[src/rtl/sfd_map.svh]
// Purpose: constants for the serial four-digit scanner and its host
// Assumes: core_clk at 100 MHz
// Notes:   timing counts derive from times in ns or Hz
`ifndef SFD_MAP_SVH
`define SFD_MAP_SVH

`define SFD_WORD_BITS      20
`define SFD_DIG_BITS       16
`define SFD_DP_MSB         19
`define SFD_DP_LSB         16
`define SFD_CASCADE_CODE   4'hf
`define SFD_CNT_W          5
`define SFD_CNT_FULL       5'h14
`define SFD_CNT_DIGITS     5'h10
`define SFD_PIN_RST        4'h6
`define SFD_DIGIT_RST      4'h1

`define SFD_CLK_HZ         100000000
`define SFD_CLK_NS         10
`define SFD_SCLK_HALF_NS   2000
`define SFD_SCLK_HALF_CYC  ((`SFD_SCLK_HALF_NS + `SFD_CLK_NS - 1) / `SFD_CLK_NS)
`define SFD_ENB_LEAD_NS    200
`define SFD_ENB_LEAD_CYC   ((`SFD_ENB_LEAD_NS + `SFD_CLK_NS - 1) / `SFD_CLK_NS)
`define SFD_ENB_LAG_NS     200
`define SFD_ENB_LAG_CYC    ((`SFD_ENB_LAG_NS + `SFD_CLK_NS - 1) / `SFD_CLK_NS)
`define SFD_SCAN_HZ        400
`define SFD_SCAN_MIN_HZ    200
`define SFD_SCAN_MAX_HZ    800
`define SFD_SCAN_HALF_CYC  (`SFD_CLK_HZ / (2 * `SFD_SCAN_HZ))
`define SFD_FIFO_DEPTH     16

`endif

[src/rtl/sfd_pkg.sv]
// Purpose: shared types of the scanner and its host
// Assumes: nothing beyond the map header
// Notes:   numbers live in sfd_map.svh
package sfd_pkg;
  typedef logic [3:0]  sfd_code_t;
  typedef logic [6:0]  sfd_seg_t;
  // Host request: use_dp, dp code, four digit codes (first digit highest)
  typedef logic [20:0] sfd_req_t;
  typedef enum logic [2:0] {
    SFD_IDLE,
    SFD_LEAD,
    SFD_HIGH,
    SFD_LOW,
    SFD_LAG,
    SFD_GAP
  } sfd_hstate_t;
endpackage

[src/rtl/sfd_link_if.sv]
// Purpose: serial link between host and scanner device
// Assumes: all lines driven by the host
// Notes:   no two-way pins on this link
`timescale 1ns/1ns
interface sfd_link_if;
  logic sclk;
  logic sdata;
  logic load_window_n;
  logic scan_osc_in;
  modport host (output sclk, output sdata, output load_window_n, output scan_osc_in);
  modport dev  (input  sclk, input  sdata, input  load_window_n, input  scan_osc_in);
endinterface

[src/rtl/sfd_host.sv]
// Purpose: host end: FIFO of load requests and serial word generator
// Assumes: user pushes sfd_req_t words; device samples on sclk fall
// Notes:   sclk and scan oscillator are divided down from core_clk
`timescale 1ns/1ns
`include "sfd_map.svh"

module sfd_fifo #(
  parameter int WIDTH = 21,
  parameter int DEPTH = `SFD_FIFO_DEPTH
) (
  input  wire logic             core_clk,
  input  wire logic             reset,
  input  wire logic [WIDTH-1:0] in_data,
  input  wire logic             in_valid,
  output logic                  in_ready,
  output logic [WIDTH-1:0]      out_data,
  output logic                  out_valid,
  input  wire logic             out_ready
);
  localparam int AW = (DEPTH > 1) ? $clog2(DEPTH) : 1;
  if (DEPTH < 2 || (DEPTH & (DEPTH - 1)) != 0) begin : g_chk
    $error("sfd_fifo: DEPTH must be a power of two, at least 2");
  end
  logic [WIDTH-1:0] mem_r [DEPTH];
  logic [AW:0]      wr_r;
  logic [AW:0]      rd_r;
  logic             push;
  logic             pop;

  assign in_ready  = (wr_r - rd_r) != (AW+1)'(DEPTH);
  assign out_valid = wr_r != rd_r;
  assign push      = in_valid & in_ready;
  assign pop       = out_valid & out_ready;
  assign out_data  = mem_r[rd_r[AW-1:0]];

  always_ff @(posedge core_clk) begin
    if (push) begin
      mem_r[wr_r[AW-1:0]] <= in_data;
    end
  end

  always_ff @(posedge core_clk) begin
    if (reset) begin
      wr_r <= '0;
      rd_r <= '0;
    end else begin
      if (push) begin
        wr_r <= wr_r + 1'b1;
      end
      if (pop) begin
        rd_r <= rd_r + 1'b1;
      end
    end
  end
endmodule

module sfd_host
  import sfd_pkg::*;
#(
  parameter int SCAN_HALF_CYC = `SFD_SCAN_HALF_CYC
) (
  input  wire logic core_clk,
  input  wire logic reset,
  sfd_link_if.host  link,
  input  wire sfd_pkg::sfd_req_t req_data,
  input  wire logic req_valid,
  output logic      req_ready,
  output logic      busy
);
  import sfd_pkg::*;
  localparam int HALF = `SFD_SCLK_HALF_CYC;
  localparam int LEAD = `SFD_ENB_LEAD_CYC;
  localparam int LAG  = `SFD_ENB_LAG_CYC;
  if (SCAN_HALF_CYC < 1 || SCAN_HALF_CYC > 24'hffffff) begin : g_chk
    $error("sfd_host: SCAN_HALF_CYC out of range");
  end

  sfd_req_t    q_data;
  logic        q_valid;
  logic        q_ready;
  sfd_hstate_t st_r;
  logic [15:0] tmr_r;
  logic [19:0] word_r;
  logic [4:0]  left_r;
  logic [23:0] osc_cnt_r;
  logic        osc_r;
  logic        sclk_r;
  logic        sdata_r;
  logic        win_n_r;
  logic        tmr_done;

  sfd_fifo #(.WIDTH(21), .DEPTH(`SFD_FIFO_DEPTH)) u_fifo (
    .core_clk  (core_clk),
    .reset     (reset),
    .in_data   (req_data),
    .in_valid  (req_valid),
    .in_ready  (req_ready),
    .out_data  (q_data),
    .out_valid (q_valid),
    .out_ready (q_ready)
  );

  assign q_ready         = st_r == SFD_IDLE;
  assign tmr_done        = tmr_r == 16'h0000;
  assign busy            = st_r != SFD_IDLE;
  assign link.sclk       = sclk_r;
  assign link.sdata      = sdata_r;
  assign link.load_window_n = win_n_r;
  assign link.scan_osc_in   = osc_r;

  always_ff @(posedge core_clk) begin
    if (reset) begin
      osc_cnt_r <= '0;
      osc_r     <= 1'b0;
    end else if (osc_cnt_r == 24'(SCAN_HALF_CYC - 1)) begin
      osc_cnt_r <= '0;
      osc_r     <= ~osc_r;
    end else begin
      osc_cnt_r <= osc_cnt_r + 1'b1;
    end
  end

  always_ff @(posedge core_clk) begin
    if (reset) begin
      st_r    <= SFD_IDLE;
      tmr_r   <= '0;
      word_r  <= '0;
      left_r  <= '0;
      sclk_r  <= 1'b1;
      sdata_r <= 1'b0;
      win_n_r <= 1'b1;
    end else begin
      if (!tmr_done) begin
        tmr_r <= tmr_r - 1'b1;
      end
      case (st_r)
        SFD_IDLE: begin
          if (q_valid) begin
            word_r  <= q_data[19:0];
            left_r  <= q_data[20] ? `SFD_CNT_FULL : `SFD_CNT_DIGITS;
            win_n_r <= 1'b0;
            tmr_r   <= 16'(LEAD);
            st_r    <= SFD_LEAD;
          end
        end
        SFD_LEAD: begin
          if (tmr_done) begin
            sdata_r <= (left_r == `SFD_CNT_FULL) ? word_r[19] : word_r[15];
            if (left_r != `SFD_CNT_FULL) begin
              word_r <= {word_r[15:0], 4'h0};
            end
            tmr_r   <= 16'(HALF);
            st_r    <= SFD_HIGH;
          end
        end
        SFD_HIGH: begin
          if (tmr_done) begin
            sclk_r <= 1'b0;
            tmr_r  <= 16'(HALF);
            left_r <= left_r - 1'b1;
            word_r <= {word_r[18:0], 1'b0};
            st_r   <= SFD_LOW;
          end
        end
        SFD_LOW: begin
          if (tmr_done) begin
            sclk_r <= 1'b1;
            if (left_r == 5'h00) begin
              tmr_r <= 16'(LAG);
              st_r  <= SFD_LAG;
            end else begin
              sdata_r <= word_r[19];
              tmr_r   <= 16'(HALF);
              st_r    <= SFD_HIGH;
            end
          end
        end
        SFD_LAG: begin
          if (tmr_done) begin
            win_n_r <= 1'b1;
            tmr_r   <= 16'(HALF);
            st_r    <= SFD_GAP;
          end
        end
        SFD_GAP: begin
          if (tmr_done) begin
            st_r <= SFD_IDLE;
          end
        end
        default: begin
          st_r <= SFD_IDLE;
        end
      endcase
    end
  end
endmodule

[src/flat_wrapper.sv]
// flat-port wrapper written by rule: the top's interface ports become plain ports
module sfd_host_flat import sfd_pkg::*;
#(
  parameter int SCAN_HALF_CYC = `SFD_SCAN_HALF_CYC
)
  (core_clk, reset, req_data, req_valid, req_ready, busy, link_sclk, link_sdata, link_load_window_n, link_scan_osc_in);
  sfd_link_if link_i ();
  input  wire logic core_clk;
  input  wire logic reset;
  input  wire sfd_pkg::sfd_req_t req_data;
  input  wire logic req_valid;
  output logic req_ready;
  output logic busy;
  output wire logic [$bits(link_i.sclk)-1:0] link_sclk;
  output wire logic [$bits(link_i.sdata)-1:0] link_sdata;
  output wire logic [$bits(link_i.load_window_n)-1:0] link_load_window_n;
  output wire logic [$bits(link_i.scan_osc_in)-1:0] link_scan_osc_in;
  assign link_sclk = link_i.sclk;
  assign link_sdata = link_i.sdata;
  assign link_load_window_n = link_i.load_window_n;
  assign link_scan_osc_in = link_i.scan_osc_in;
  sfd_host #(.SCAN_HALF_CYC(SCAN_HALF_CYC)) u_core (.core_clk(core_clk), .reset(reset), .link(link_i), .req_data(req_data), .req_valid(req_valid), .req_ready(req_ready), .busy(busy));
endmodule
[config.mk]
export PLATFORM = sky130hd
export DESIGN_NAME = sfd_host_flat
export DESIGN_NICKNAME = d
export VERILOG_FILES = /design/src/rtl/sfd_pkg.sv /design/src/rtl/sfd_link_if.sv /design/src/rtl/sfd_host.sv /design/src/flat_wrapper.sv
export VERILOG_INCLUDE_DIRS = /design/src /design/src/rtl
export SDC_FILE = /design/constraint.sdc
export NUM_CORES = 1
export LEC_CHECK = 0
export ABC_AREA = 1
export BUFFER_PORTS_ARGS = -buffer_cell sky130_fd_sc_hd__buf_4
export CAP_MARGIN = 20
export CORE_UTILIZATION = 45
export CTS_CLUSTER_DIAMETER = 150
export CTS_CLUSTER_SIZE = 16
export DETAILED_ROUTE_END_ITERATION = 8
export PLACE_DENSITY_LB_ADDON = 0.3
export SYNTH_ARGS = -nofsm -noshare
export SYNTH_HDL_FRONTEND = slang
export SYNTH_SLANG_ARGS = --single-unit
export TNS_END_PERCENT = 1
[constraint.sdc]
create_clock -name core_clk -period 2.76 [get_ports core_clk]
set_clock_uncertainty 0.1 [all_clocks]
set_input_delay 0.138 -clock core_clk [delete_from_list [all_inputs] [get_ports core_clk]]
set_output_delay 0.138 -clock core_clk [all_outputs]
set_load 0.01 [all_outputs]
Yosys cells after proc, flatten, opt, wreduce, memory -nomap -nowiden:

Memory sizes are Yosys's and may differ from the RTL's. A register that Yosys moved wholly into a read port is not among the register bits.
Cells that the tools add are included.

* memories kept: 1
* word-level logic and storage cells: 93
* bits in registers: 82
* output and inout bits: 6
* input port bits: 24
* memory bits (writable): 336

Memories
* u_core.u_fifo.mem_r: depth 16, width 21, rd ports 1, clocked after Yosys merged registers in 1, write ports 1, RTL line sfd_host.sv:24 `logic [WIDTH-1:0] mem_r [DEPTH];`

* muxes and demuxes: 37
* add/sub/neg operators: 6
* equal/unequal tests: 18
* bitwise gates (word level): 3
* reduce and logical (&&, ||, !) cells: 17

Operators by type and width (number)
* two-way mux 20 bit: 4
* two-way mux 16 bit: 4
* case mux 20 bit (3 select lines): 1
* case mux 16 bit (3 select lines): 1
* adder 24 x 1 -> 24 bit, second input constant: 1
* == test 24 x 17 -> 1 bit, second input constant: 1
* two-way mux 3 bit: 8
* case mux 3 bit (6 select lines): 1
* logical NOT 16 bit: 1
* subtractor 16 x 1 -> 16 bit, second input constant: 1
* inequality test 2 x 1 -> 1 bit, second input constant: 6
* adder 5 x 1 -> 5 bit, second input constant: 2
* two-way mux 5 bit: 2
* inequality test 5 bit, second input constant: 2
* case mux 5 bit (2 select lines): 1
* two-way mux 1 bit: 9
* AND reduction 3 bit: 3
* two-way mux 4 bit: 2
* two-way mux 8 bit: 1
* nonzero test 2 bit: 4
* == test 3 x 2 -> 1 bit, second input constant: 2
* == test 3 bit, second input constant: 2
* case mux 1 bit (2 select lines): 3
* AND reduction 6 bit: 1
* other kinds (15): 18

Depth between registers and ports, before layout:

* word-level depth: 5
* gate-level depth with buffers: 13
* depth with buffers taken out: 13

Cells and area by module:

Synthesis repeated with hierarchy kept, for this count alone.

* cell total of the unflattened synthesis: 1759
* area total of the unflattened synthesis: 18104.9 µm²

Modules (own cells, without submodules)
* sfd_fifo: cells each 1119, times used 1, seq. area each 10369.9 µm², area each 14049.7 µm²
* sfd_host: cells each 640, times used 1, seq. area each 1441.4 µm², area each 4055.1 µm²

Least setup slack after synthesis:

Ideal clock, no wire load.

* path kind: reg-to-reg
* start point: reg u_core.u_fifo.wr_r[0]
* end point: mem u_core.u_fifo.mem_r[0][0], enable pin
* stages on the path, launching flop included: 14
* data arrival time: 2.520 ns
* path slack: -0.259 ns
* cells stage by stage: dfxtp_1 -> inv_1 -> ha_1 -> inv_1 -> nand2_1 -> nand2_1 -> nand2_1 -> nand3_1 -> nand2_1 -> nand3_1 -> nand2_1 -> inv_1 -> nand2_1 -> nor2_1

* longest elaborated chain between the ends: 5

Ends and longest elaborated chain
* from (decl): RTL line sfd_host.sv:25 `logic [AW:0] wr_r;`
* from (signal assigned): RTL line sfd_host.sv:48 `wr_r <= wr_r + 1'b1;`
* subtractor 5 bit: RTL line sfd_host.sv:30 `assign in_ready = (wr_r - rd_r) != (AW+1)'(DEPTH);`
* inequality test 5 bit: RTL line sfd_host.sv:30
* net req_ready: RTL line flat_wrapper.sv:12 `output logic req_ready;`
* AND 1 bit: RTL line sfd_host.sv:32 `assign push = in_valid & in_ready;`
* two-way mux 1 bit: RTL line sfd_host.sv:37 `if (push) begin`
* two-way mux 1 bit (not written as such): RTL line sfd_host.sv:38 `mem_r[wr_r[AW-1:0]] <= in_data;`
* to (decl): RTL line sfd_host.sv:24

The timed path passes the listed nets, and every way through them passes these cells.

Final worst setup path:

* start point: reg u_core.u_fifo.wr_r[0]
* end point: mem u_core.u_fifo.mem_r[14][1], enable pin

* longest elaborated chain between the ends: 5

Ends and longest elaborated chain (RTL line)
* subtractor 5 bit: sfd_host.sv:30
* inequality test 5 bit: sfd_host.sv:30
* AND 1 bit: sfd_host.sv:32
* two-way mux 1 bit: sfd_host.sv:37
* two-way mux 1 bit (not written as such): sfd_host.sv:38

Parallel ways exist; a longest one is shown, timed or not.

==> metrics.yaml <==
portBuffers: 29
nets: 1939
yosys.area.top_type: "edfxtp_1"
synth.most_common_cell: "nand2_1"
finalWeightedCongestion: 0.870
final_cells: 2431
switching_share_pct: 37.0
synthTopCellsByCount: "580 x nand2_1, 336 x edfxtp_1, 281 x nand3_1, 148 x nor2_1, 112 x inv_1"
num_antenna_cells: 0
seqPwrFrac_pct: 42.8
maxCapViolCount: 0
setup_viol: 0
placedCellCount: 2370
rows: 73
insertion_delay_ns: 0.61
grt_max_degree: 85
fin_setup_tns_ns: 0
die_w_um: 204
dp_hpwl_um: 28000
yosys_register_bits: 422
grt_overflow: 0
startpoint_type: "flip-flop"
pwr-share-comb_pct: 34.5
grt_pass1_vias: 12500
synth_cell_types: 39
ys.flop_type: "edfxtp_1"
worst_path_largest_cell_delay_ns: 0.40
grt_pass1_wl_um: 69200
synth_top_area_share_pct: 55.1
cp_top_family: "simple AND/OR/NAND/NOR gates"
clk_pin_slew_ns: 0.08
cts_tree: "built"
drc_errors: 0
cp_common_cell: "nand2_1"
synth_edf_count: 336
clock.fmax_ghz: 0.390
power_leakage_nw: 7.68
synth_area_mm2: 0.0183
first_pass_iters: 5
syn_to_final_growth_pct: 11.5
num_vias: 13000
post_cts_resized: 0
via_per_inst: 5.33
worstPathCellList: "inv_1, ha_1, inv_1, nand2_1, nand2_1, nand2_1, nand3_1, nand2_1, nand3_1, nand2_1, inv_1, nand2_1, nor2_2, buf_12"
yosys-top-cells-area: "edfxtp_1 55%, nand2_1 12%, dfxtp_1 9.4%, nand3_1 7.7%, nor2_1 3.0%"
cts_buffers: 30
start_util_pct: 45.9
finalWirelength_um: 43800
ir_drop_v: 0.000595
syn_inst: 1856
async_reset_ff_share_pct: 0
cp.required_ns: 2.94
crit_type: "reg -> reg"
core_area_mm2: 0.0399
utilization_pct: 51.1
cp.arrival_ns: 2.74
die-area_mm2: 0.0415
synth_nets: 1895
antenna_found_initial: 0
drive_gt1_share_pct: 8.39
p_clk_share_pct: 22.7
ys_warn_count: 0
placed_area_mm2: 0.0194
hold_ws_ns: 0.304
final_area_mm2: 0.0204
die_h_um: 204
synth_area_per_cell_um2: 9.86
power.internal_mw: 11.3
worstMarginPinSlew_ns: 0.721
pin_count: 30
period_needed_ns: 2.56
rsz0062_at_grt: "yes"
cts_setup_buffers: 0
outcome: "completed"
final_max_slew_viol_count: 0
hold_viol_final: 0
wire_per_inst_um: 18.0
root_buffer: "clkbuf_16"
cp_slowest_cell: "dfxtp_1"
power-per-cell-area_mw_per_mm2: 877
hold_class: "in -> reg"
ys_seq_area_share_pct: 64.5
finalCritPeriodShare_pct: 92.8
cts_sinks: 422
drt_iter0_markers: 1281
htree_levels: 1
critPathMaxFanout: 21
slew_headroom_pct: 51.6
path_buf_inv: 4
net-switching-power_mw: 6.62
ant_nets: 0
cts.path.max_buffers: 3
end_kind: "flip-flop"
grt_usage_pct: 21.4
==> timing repair <==
item | CTS | global route
endpoints found under the hold margin | 348 | 0
hold buffers | 23 | 0
endpoints found under the setup margin | 0 | 51
==> cell type report <==
type	count	area [um^2]
Clock inverter	2	41.3
Timing Repair Buffer	96	991
Tap cell	525	657
Fill cell	3594	19500
Inverter	118	445
Multi-Input combinational cell	1232	5680
Sequential cell	422	11800
Clock buffer	36	773
==> logic make-up after synthesis <==
family / count (synthesis) / synth area share, %
DFF: 422 / 64.5
and+or+nand+nor: 1074 / 25.1
xor gates and xnor gates: 17 / 0.813
adders and majority gates: 15 / 1.03
AOI/OAI and AO/OA: 126 / 3.79
buffers and inverters: 202 / 4.72
==> tightest hold or removal path, stage by stage <==
cell           delay (ns)
dlygate4sd3_1        0.53
buf_4                0.21
a21oi_1              0.06
==> power by group through the flow <==
| stage | registers, mW | clock network [mW] | logic, mW |
|---|---|---|---|
| 6_report | 7.67 | 4.06 | 6.17 |
| 4_1_cts | 7.66 | 4.17 | 6.18 |
| 3_3_place_gp | 7.79 | 0 | 6.03 |
| 5_1_grt | 7.71 | 4.37 | 6.97 |
| 2_1_floorplan | 7.72 | 0 | 4.61 |
| 3_5_place_dp | 7.80 | 0 | 6.11 |
==> routing by layer <==
metal | vias up | wire [um] | share of wire (%) | GRT usage [%]
li1 | 6343 | - | - | -
met1 | 6173 | 20100 | 46 | 31.4
met2 | 382 | 20100 | 46 | 33.9
met3 | 52 | 2560 | 5.9 | 2.56
met4 | 0 | 963 | 2.2 | 4.83
met5 | - | 0 | 0 | 0
==> state kept, by name (all words and copies together) (netlist names), 3 cells and up, named ones only <==
register / count
u_core.tmr_r: 16
u_core.st_r: 3
u_core.u_fifo.rd_r: 5
u_core.u_fifo.wr_r: 5
u_core.u_fifo.mem_r: 336
u_core.osc_cnt_r: 24
u_core.left_r: 5
u_core.word_r: 20
==> path summary, 6_finish.rpt <==
kind	start	slack, ns	to	depth (start not counted)
min reg2reg	u_core.osc_cnt_r[23]$_SDFF_PP0_	0.37	u_core.osc_cnt_r[23]$_SDFF_PP0_	2
max	u_core.u_fifo.wr_r[0]$_SDFFE_PP0P_	0.20	u_core.u_fifo.mem_r[14][1]$_DFFE_PP_	14
max reg2reg	u_core.u_fifo.wr_r[0]$_SDFFE_PP0P_	0.20	u_core.u_fifo.mem_r[14][1]$_DFFE_PP_	14
min	reset	0.30	u_core.word_r[1]$_SDFFE_PP0P_	3
==> cells in the final DEF, fill, tap and decap left out, types with 17 or more instances in the layout <==
cell type	count
dfxtp_1	83
inv_1	111
clkbuf_16	30
nor2_1	132
buf_4	56
edfxtp_1	336
dlygate4sd3_1	23
nand3_1	281
buf_12	17
nor2_2	17
a21oi_1	54
o21ai_0	36
nand2_1	580
o22ai_1	17
==> metrics by stage <==
step	power, mW	worst slack (ns)
CTS	18.0	0.197
global route	19.1	-0.0222
floorplan	12.3	-0.259
detailed placement	13.9	0.195
global placement	13.8	0.213
finish	17.9	0.199
No activity file was read; power rests on OpenSTA's default activity.
